File: config.mk
export PLATFORM = sky130hd
export DESIGN_NAME = mist_irq_sources
export DESIGN_NICKNAME = d
export VERILOG_FILES = /design/src/mist_irq_sources.v
export VERILOG_INCLUDE_DIRS = /design/src
export SDC_FILE = /design/constraint.sdc
export NUM_CORES = 1
export LEC_CHECK = 0
export ABC_AREA = 1
export BUFFER_PORTS_ARGS = -buffer_cell sky130_fd_sc_hd__buf_2
export CAP_MARGIN = 20
export CORE_ASPECT_RATIO = 1.1
export CORE_UTILIZATION = 35
export DETAILED_ROUTE_END_ITERATION = 12
export PLACE_DENSITY_LB_ADDON = 0.3
export SETUP_SLACK_MARGIN = 0.3
export SLEW_MARGIN = 5
export SYNTH_ARGS = -nofsm -noshare
export SYNTH_HDL_FRONTEND = slang
export SYNTH_SLANG_ARGS = --single-unit
File: constraint.sdc
create_clock -name clock_i -period 3.3 [get_ports clock_i]
set_clock_uncertainty 0.2 [all_clocks]
set_input_delay 0.165 -clock clock_i [delete_from_list [all_inputs] [get_ports clock_i]]
set_output_delay 0.165 -clock clock_i [all_outputs]
set_load 0.01 [all_outputs]
File: src/mist_defs.vh
// Purpose: Constants for the interrupt source and time base block
// Assumes: Word-aligned Avalon-MM register map, 32-bit data
// Notes:   Flag vector order is also the service priority order
//
// Function
// - Pin edge of chosen type sets pin flag
// - Vector only with global, own enable, stack room
// - Pin service clears its flag and global enable
// - Edge select: rising, falling, both, or off
// - Pull-high selection stays active on interrupt pins
// - Comparator output change sets its flag
// - Comparator service clears flag and global enable
// - Four grouped interrupts built from subordinate sources
// - Subordinate flag set sets group flag; serial only when enabled
// - Group service clears group flag, global only
// - Conversion finish sets converter-done flag
// - Converter service clears its flag, global enable
// - Divider overflow sets time base flag
// - Time base service clears flag, global enable
// - One bit runs or stops both time bases
// - Clock select: dedicated clock or system/4
// - Time base 1 period 4096 to 32768
// - Time base 0 period 256 doubling to 32768
// - Serial byte done sets serial module flag
// - Serial flag cleared by software only
// - Any flag rising edge produces wake-up
`ifndef MIST_DEFS_VH
`define MIST_DEFS_VH

// Register word addresses
`define MIST_OFS_CTRL      4'h0
`define MIST_OFS_FLAGS     4'h1
`define MIST_OFS_ENABLES   4'h2
`define MIST_OFS_EDGE      4'h3
`define MIST_OFS_TBC       4'h4
`define MIST_OFS_SERIAL    4'h5
`define MIST_OFS_PULLUP    4'h6
`define MIST_OFS_STATUS    4'h7

// Reset values
`define MIST_TBC_RESET     8'h37
`define MIST_EDGE_RESET    8'h00

// Time base control fields
`define MIST_TBC_RUN       7
`define MIST_TBC_CKSEL     6
`define MIST_TBC_TB1_HI    5
`define MIST_TBC_TB1_LO    4
`define MIST_TBC_LOWPWR    3
`define MIST_TBC_TB0_HI    2
`define MIST_TBC_TB0_LO    0
`define MIST_TB0_BASE      15'h00ff
`define MIST_TB1_BASE      15'h0fff
`define MIST_SYSDIV        2'h3

// Edge select codes
`define MIST_EDGE_OFF      2'h0
`define MIST_EDGE_RISE     2'h1
`define MIST_EDGE_FALL     2'h2
`define MIST_EDGE_BOTH     2'h3

// Source positions in the flag vector, priority order
`define MIST_NSRC          13
`define MIST_SRC_EXT0      0
`define MIST_SRC_CMP0      4
`define MIST_SRC_GRP0      6
`define MIST_SRC_ADC       10
`define MIST_SRC_TB0       11
`define MIST_SRC_TB1       12
`define MIST_SERIAL_GROUP  1

`endif

File: src/mist_irq_sources.v
// Purpose: Interrupt request flags, priority and time bases
// Assumes: All inputs synchronous except pins, comparators and time base clock
// Notes:   Core acknowledges the offered vector with a pulse
//
// Added by the designer: the register offsets and register access over Avalon-MM.
`timescale 1ns/100ps
`include "mist_defs.vh"

module mist_irq_sources #(
    parameter NPIN = 4,              // External pins
    parameter NGRP = 4               // Grouped interrupts
) (
    // Clock and reset
    input  wire        clock_i,
    input  wire        resetn_i,
    // Avalon-MM slave
    input  wire [3:0]  avs_address_i,
    input  wire        avs_read_i,
    input  wire        avs_write_i,
    input  wire [31:0] avs_writedata_i,
    input  wire [3:0]  avs_byteenable_i,
    output reg  [31:0] avs_readdata_o,
    output reg         avs_waitrequest_o,
    // Pins and peripheral events
    input  wire [3:0]  ext_irq_pins_i,
    input  wire [1:0]  cmp_out_i,
    input  wire        conv_done_i,
    input  wire        serial_byte_done_i,
    input  wire [3:0]  group_sub_set_i,
    input  wire        tbase_clock_i,
    // Processor core
    input  wire        stack_full_i,
    input  wire        irq_ack_i,
    output reg         irq_req_o,
    output reg  [3:0]  irq_vector_o,
    // Power and pad control
    output reg         wakeup_o,
    output reg  [3:0]  pin_pullup_o,
    output reg         low_osc_low_power_o
);

    localparam NS = `MIST_NSRC;

    // Software state
    reg              global_irq_enable;   // Core gate
    reg  [NS-1:0]    flags;               // Request flags
    reg  [NS-1:0]    enables;             // Per-source enables
    reg  [7:0]       edge_select_reg;     // Two bits per pin
    reg  [7:0]       time_base_control;   // Run, clock, periods
    reg              serial_module_flag;  // Subordinate flag
    reg              serial_module_enable;// Subordinate enable
    reg  [3:0]       pullup_sel;          // Pull-high choice

    // Synchronisers
    reg  [3:0]       pin_s1;              // First stage
    reg  [3:0]       pin_s2;              // Safe level
    reg  [3:0]       pin_prev;            // Last safe level
    reg  [1:0]       cmp_s1;              // First stage
    reg  [1:0]       cmp_s2;              // Safe level
    reg  [1:0]       cmp_prev;            // Last safe level
    reg              tbc_s1;              // First stage
    reg              tbc_s2;              // Safe level
    reg              tbc_prev;            // Last safe level

    // Time base
    reg  [1:0]       sys_div;             // System clock / 4
    reg  [14:0]      tb_count;            // Shared divider chain

    // Bus handling
    wire             bus_req;
    wire             bus_wr;
    reg  [31:0]      next_rdata;

    // Event and service wiring
    reg  [NS-1:0]    set_ev;
    reg  [NS-1:0]    next_flags;
    reg  [NS-1:0]    ack_clr;
    wire [NS-1:0]    pend;
    reg  [3:0]       next_vec;
    wire             tb_tick;
    wire [14:0]      tb0_mask;
    wire [14:0]      tb1_mask;
    wire             tb0_hit;
    wire             tb1_hit;
    wire [3:0]       pin_rise;
    wire [3:0]       pin_fall;
    reg  [3:0]       pin_hit;
    wire             serial_set;
    integer          i;                   // Pin loop index
    integer          j;                   // Priority loop index

    // A request is taken when the slave drops waitrequest
    assign bus_req = avs_read_i | avs_write_i;
    assign bus_wr  = avs_write_i & ~avs_waitrequest_o;

    // Bus slave: one wait cycle, then answer for one cycle
    always @(posedge clock_i or negedge resetn_i) begin
        if (!resetn_i) begin
            avs_waitrequest_o <= 1'b1;
            avs_readdata_o    <= 32'h0000_0000;
        end else if (bus_req && avs_waitrequest_o) begin
            avs_waitrequest_o <= 1'b0;
            avs_readdata_o    <= next_rdata;
        end else begin
            avs_waitrequest_o <= 1'b1;   // Back to idle
        end
    end

    // Read mux; unmapped addresses read as zero
    always @* begin
        next_rdata = 32'h0000_0000;
        case (avs_address_i)
            `MIST_OFS_CTRL:    next_rdata[0] = global_irq_enable;
            `MIST_OFS_FLAGS:   next_rdata[NS-1:0] = flags;
            `MIST_OFS_ENABLES: next_rdata[NS-1:0] = enables;
            `MIST_OFS_EDGE:    next_rdata[7:0] = edge_select_reg;
            `MIST_OFS_TBC:     next_rdata[7:0] = time_base_control;
            `MIST_OFS_SERIAL: begin
                next_rdata[0] = serial_module_flag;
                next_rdata[1] = serial_module_enable;
            end
            `MIST_OFS_PULLUP:  next_rdata[3:0] = pullup_sel;
            `MIST_OFS_STATUS: begin
                next_rdata[3:0] = pin_s2;
                next_rdata[5:4] = cmp_s2;
                next_rdata[6]   = stack_full_i;
                next_rdata[7]   = irq_req_o;
                next_rdata[11:8] = irq_vector_o;
            end
            default:           next_rdata = 32'h0000_0000;
        endcase
    end

    // Pin and comparator synchronisers
    always @(posedge clock_i or negedge resetn_i) begin
        if (!resetn_i) begin
            pin_s1   <= 4'h0;
            pin_s2   <= 4'h0;
            pin_prev <= 4'h0;
            cmp_s1   <= 2'h0;
            cmp_s2   <= 2'h0;
            cmp_prev <= 2'h0;
            tbc_s1   <= 1'b0;
            tbc_s2   <= 1'b0;
            tbc_prev <= 1'b0;
        end else begin
            pin_s1   <= ext_irq_pins_i;
            pin_s2   <= pin_s1;
            pin_prev <= pin_s2;
            cmp_s1   <= cmp_out_i;
            cmp_s2   <= cmp_s1;
            cmp_prev <= cmp_s2;
            tbc_s1   <= tbase_clock_i;
            tbc_s2   <= tbc_s1;
            tbc_prev <= tbc_s2;
        end
    end

    // Edges are taken from the second stage only
    assign pin_rise = pin_s2 & ~pin_prev;
    assign pin_fall = ~pin_s2 & pin_prev;

    // Edge type per pin; code zero turns the pin off
    always @* begin
        for (i = 0; i < NPIN; i = i + 1) begin
            case (edge_select_reg[2*i +: 2])
                `MIST_EDGE_RISE: pin_hit[i] = pin_rise[i];
                `MIST_EDGE_FALL: pin_hit[i] = pin_fall[i];
                `MIST_EDGE_BOTH: pin_hit[i] = pin_rise[i] |
                                              pin_fall[i];
                default:         pin_hit[i] = 1'b0;
            endcase
        end
    end

    // Time base input: dedicated clock edge or system / 4
    assign tb_tick =
        time_base_control[`MIST_TBC_CKSEL] ?
        (sys_div == `MIST_SYSDIV) :
        (tbc_s2 & ~tbc_prev);

    // Divider masks; period doubles per code step
    assign tb0_mask = ((`MIST_TB0_BASE + 15'h0001) <<
        time_base_control[`MIST_TBC_TB0_HI:`MIST_TBC_TB0_LO])
        - 15'h0001;
    assign tb1_mask = ((`MIST_TB1_BASE + 15'h0001) <<
        time_base_control[`MIST_TBC_TB1_HI:`MIST_TBC_TB1_LO])
        - 15'h0001;
    assign tb0_hit = tb_tick & time_base_control[`MIST_TBC_RUN] &
                     ((tb_count & tb0_mask) == tb0_mask);
    assign tb1_hit = tb_tick & time_base_control[`MIST_TBC_RUN] &
                     ((tb_count & tb1_mask) == tb1_mask);

    // Shared divider; stopping both bases also clears it
    always @(posedge clock_i or negedge resetn_i) begin
        if (!resetn_i) begin
            sys_div  <= 2'h0;
            tb_count <= 15'h0000;
        end else begin
            sys_div <= sys_div + 2'h1;
            if (!time_base_control[`MIST_TBC_RUN])
                tb_count <= 15'h0000;
            else if (tb_tick)
                tb_count <= tb_count + 15'h0001;
        end
    end

    // Serial byte events feed their group when enabled
    assign serial_set = serial_byte_done_i & serial_module_enable;

    // Hardware set events for every flag
    always @* begin
        set_ev = {NS{1'b0}};
        set_ev[`MIST_SRC_EXT0 +: 4] = pin_hit;
        set_ev[`MIST_SRC_CMP0 +: 2] = cmp_s2 ^ cmp_prev;
        set_ev[`MIST_SRC_GRP0 +: 4] = group_sub_set_i;
        set_ev[`MIST_SRC_GRP0 + `MIST_SERIAL_GROUP] =
            group_sub_set_i[`MIST_SERIAL_GROUP] | serial_set;
        set_ev[`MIST_SRC_ADC] = conv_done_i;
        set_ev[`MIST_SRC_TB0] = tb0_hit;
        set_ev[`MIST_SRC_TB1] = tb1_hit;
    end

    // Service clears only the flag of the taken vector
    always @* begin
        ack_clr = {NS{1'b0}};
        if (irq_ack_i && irq_req_o)
            ack_clr[irq_vector_o] = 1'b1;
    end

    // Next flags: software write, service clear, set wins
    always @* begin
        next_flags = flags;
        if (bus_wr && avs_address_i == `MIST_OFS_FLAGS &&
            avs_byteenable_i[0] && avs_byteenable_i[1])
            next_flags = avs_writedata_i[NS-1:0];
        next_flags = (next_flags & ~ack_clr) | set_ev;
    end

    // Pending requests qualified by all gates
    assign pend = flags & enables &
                  {NS{global_irq_enable & ~stack_full_i}};

    // Lowest index has the highest priority
    always @* begin
        next_vec = 4'h0;
        for (j = NS - 1; j >= 0; j = j - 1) begin
            if (pend[j])
                next_vec = j[3:0];
        end
    end

    // Flags and serial subordinate flag
    always @(posedge clock_i or negedge resetn_i) begin
        if (!resetn_i) begin
            flags              <= {NS{1'b0}};
            serial_module_flag <= 1'b0;
        end else begin
            flags <= next_flags;
            if (serial_byte_done_i)
                serial_module_flag <= 1'b1;
            else if (bus_wr && avs_address_i == `MIST_OFS_SERIAL &&
                     avs_byteenable_i[0])
                serial_module_flag <= avs_writedata_i[0];
        end
    end

    // Software control registers
    always @(posedge clock_i or negedge resetn_i) begin
        if (!resetn_i) begin
            global_irq_enable    <= 1'b0;
            enables              <= {NS{1'b0}};
            edge_select_reg      <= `MIST_EDGE_RESET;
            time_base_control    <= `MIST_TBC_RESET;
            serial_module_enable <= 1'b0;
            pullup_sel           <= 4'h0;
        end else begin
            // Service blocks nesting until software re-enables
            if (irq_ack_i && irq_req_o)
                global_irq_enable <= 1'b0;
            else if (bus_wr && avs_address_i == `MIST_OFS_CTRL &&
                     avs_byteenable_i[0])
                global_irq_enable <= avs_writedata_i[0];
            if (bus_wr && avs_address_i == `MIST_OFS_ENABLES &&
                avs_byteenable_i[0] && avs_byteenable_i[1])
                enables <= avs_writedata_i[NS-1:0];
            if (bus_wr && avs_address_i == `MIST_OFS_EDGE &&
                avs_byteenable_i[0])
                edge_select_reg <= avs_writedata_i[7:0];
            if (bus_wr && avs_address_i == `MIST_OFS_TBC &&
                avs_byteenable_i[0])
                time_base_control <= avs_writedata_i[7:0];
            if (bus_wr && avs_address_i == `MIST_OFS_SERIAL &&
                avs_byteenable_i[0])
                serial_module_enable <= avs_writedata_i[1];
            if (bus_wr && avs_address_i == `MIST_OFS_PULLUP &&
                avs_byteenable_i[0])
                pullup_sel <= avs_writedata_i[3:0];
        end
    end

    // Core request; dropped on acknowledge to avoid a double take
    always @(posedge clock_i or negedge resetn_i) begin
        if (!resetn_i) begin
            irq_req_o    <= 1'b0;
            irq_vector_o <= 4'h0;
        end else if (irq_ack_i && irq_req_o) begin
            irq_req_o <= 1'b0;
        end else begin
            irq_req_o    <= |pend;
            irq_vector_o <= next_vec;
        end
    end

    // Wake-up on any flag rising, enables ignored
    always @(posedge clock_i or negedge resetn_i) begin
        if (!resetn_i)
            wakeup_o <= 1'b0;
        else
            // Serial subordinate flag wakes even with its group off
            wakeup_o <= |(next_flags & ~flags) |
                        (serial_byte_done_i & ~serial_module_flag);
    end

    // Pad controls; pull-high kept whatever the pin's use
    always @(posedge clock_i or negedge resetn_i) begin
        if (!resetn_i) begin
            pin_pullup_o        <= 4'h0;
            low_osc_low_power_o <= 1'b0;
        end else begin
            pin_pullup_o        <= pullup_sel;
            low_osc_low_power_o <=
                time_base_control[`MIST_TBC_LOWPWR];
        end
    end

endmodule // mist_irq_sources

==> out/qor.yml <==
clocking:
  clk_pin_slew_worst_paths_ps: 70
  cts_buffers: 9
  cts_tree: "built"
  clock_latency_ps: 370
  cts_num_sinks: 112
  post_cts_resized: 0
  cts.htree.levels: 3
  clockBufferDepth: 2
  root_buffer: "clkbuf_16"
global_route:
  first_global_vias: 4474
  grt_start_max_net_pins: 61
  antenna_found_initial: 0
  grt_first_pass_wirelength_um: 23100
  gr-total-overflow: 0
  track_usage: 0.190
floorplanning:
  die_area_um2: 16100
  num_rows: 47
  die_h_um: 133
  io_pins: 103
  die_x_um: 121
  core_region_area_um2: 15200
  start_util: 0.360
logic_synthesis:
  avgSynthCellArea_um2: 8.30
  synthCells: 659
  synth_seq_cells: 112
  netlist_area_um2: 5470
  seq_area_frac_synth: 0.514
  synth_warnings: 0
  yosysUniqueCellTypes: 43
  synth_top_area_frac: 0.485
  yosys.area.top_type: "dfrtp_1"
  synth_area_leaders: "dfrtp_1 (49%), nand2_1 (12%), o21ai_0 (5.9%), inv_1 (5.6%), nand3_1 (4.3%)"
worst_setup_path:
  start_kind: "flop"
  crit_buf_inv: 3
  slowest_stage: "dlygate4sd3_1"
  worstSetupEndpointType: "flop"
  critPathMostFrequentCell: "o21ai_0"
  crit_fanout: 14
  slowest_delay_ps: 560
  path_cells: "o21ai_0, dlygate4sd3_1, buf_4, inv_1, o21ai_0, a211oi_1, a41oi_1"
  path_delay_family: "buffers and inverters"
  cp.required_ps: 3330
  worstPathArrival_ps: 2350
  path_class: "flop to flop"
final_layout:
  drive_gt1_frac: 0.143
  regMostFlops: "tb_count"
  largest_reg_flops: 15
  layout.nets: 825
  area_growth_pct: 19.6
  antennaDiodeCount: 0
sta:
  period_needed_ps: 2320
  fmax_mhz: 432
  finalSetupTns_ps: 0
  finalMaxSlewViolations: 0
  worst_pin_slew_ps: 778
  rsz0062_at_grt: "no"
  hold_viol: 1
  period_share: 0.702
  hold_slack_ps: -5.88
  timing.slew.headroom: 0.480
  finalSetupViolCount: 0
routing:
  totalWireLength_um: 14200
  drc: 0
  avgRoutedWirePerCell_um: 14.8
  first_pass_iters: 7
  vias: 4573
  drt_iter0_drc: 306
  via_per_inst: 4.78
  ant_nets: 0
placement:
  io_buffers: 62
  globalplace.congestion: 0.891
  dp_hpwl_um: 10500
min_path:
  min_path_type: "input port to flop"
power:
  ir_drop_mv: 0.259
  power.leakage_nw: 3.26
  fin_total_pwr_mw: 3.15
  p_per_area_nw_per_um2: 481
status:
  status: "finished with violations"
  violations: "negative hold slack"
flow_run:
  maxCapViolations: 0
## synth_stat cells, drive strengths merged
cell type  count
a211oi         5
a21oi         20
a221oi         2
a31oi          8
a41oi          2
and3           1
buf           24
clkbuf         6
clkinv         1
conb           1
dfrtp        106
dfstp          6
ha            10
inv           84
mux2           2
nand2        183
nand3         48
nand3b         1
nand4          4
nor2          48
nor3           9
nor3b          1
o2111ai        1
o211a          1
o211ai         4
o21ai         67
o21bai         4
o22ai          6
o2bb2ai        1
o31ai          1
xnor2          2
## power by group
group / internal, mW / switching (mW)
combinational: 0.179 / 0.301
clock: 0.551 / 0.510
sequential: 1.50 / 0.102
## final cells by class
type | instances | area, um2
Fill cell | 1595 | 8630
Sequential cell | 112 | 2810
Multi-Input combinational cell | 450 | 2200
Timing Repair Buffer | 98 | 676
Inverter | 85 | 324
Clock buffer | 11 | 253
Tap cell | 196 | 245
Clock inverter | 5 | 31.3
## worst paths after layout
check,cells after the start,startpoint,slack [ps],to
setup / recovery,7,avs_waitrequest_o,980,avs_readdata_o[2]
hold / removal,3,avs_writedata_i[5],-6,enables[5]
setup reg to reg,7,avs_waitrequest_o,980,avs_readdata_o[2]
hold reg to reg,0,pin_s1[0],150,pin_s2[0]
max in group asynchronous,3,resetn_i,1960,time_base_control[5]
min in group asynchronous,2,resetn_i,170,pin_pullup_o[1]
## kinds of logic after synthesis
logic type	synth area share
and+or+nand+nor	0.231
adders and majority gates	0.0229
xor gates and xnor gates	0.00320
DFF	0.514
muxes	0.00412
AOI/OAI and AO/OA	0.128
other	0.000686
buffers and inverters	0.0963
## layer usage
layer  track usage  wire length [um]  vias to the layer above
met3        0.0248               494                       20
met2         0.309              6750                      111
met5             0                 0                        -
met1         0.250              6570                     2153
li1              -                 -                     2289
met4        0.0912               389                        0
## metrics by stage
step           setup slack (ps)  hold WS [ps]  cells  area (um2)   util
2_1_floorplan              1570          -331    677        5540      -
3_3_place_gp               1120          55.9    909        5930  0.391
3_5_place_dp               1100          52.4    909        5930  0.391
4_1_cts                     968          2.37    957        6540  0.431
5_1_grt                     777          51.4    957        6540  0.431
6_report                    985         -5.88    957        6540  0.431
## cell usage in the layout (no fill, tap or decap), types with 10 or more instances in the layout
cell type	count
a21oi_1	20
nand3_1	47
nor2_1	38
ha_1	10
dlygate4sd3_1	32
buf_2	61
conb_1	19
nand2_1	179
dfrtp_1	106
o21ai_0	64
inv_1	82
## worst min-delay path, stage by stage
cell	delay [ps]
buf_2	80
inv_1	110
o21ai_0	170
## timing repair
item,4_1_cts,5_1_grt
buffers inserted,0,0
hold endpoints to repair,85,0
hold buffers,32,0
Note: power is estimated with default switching activity, not from simulation.
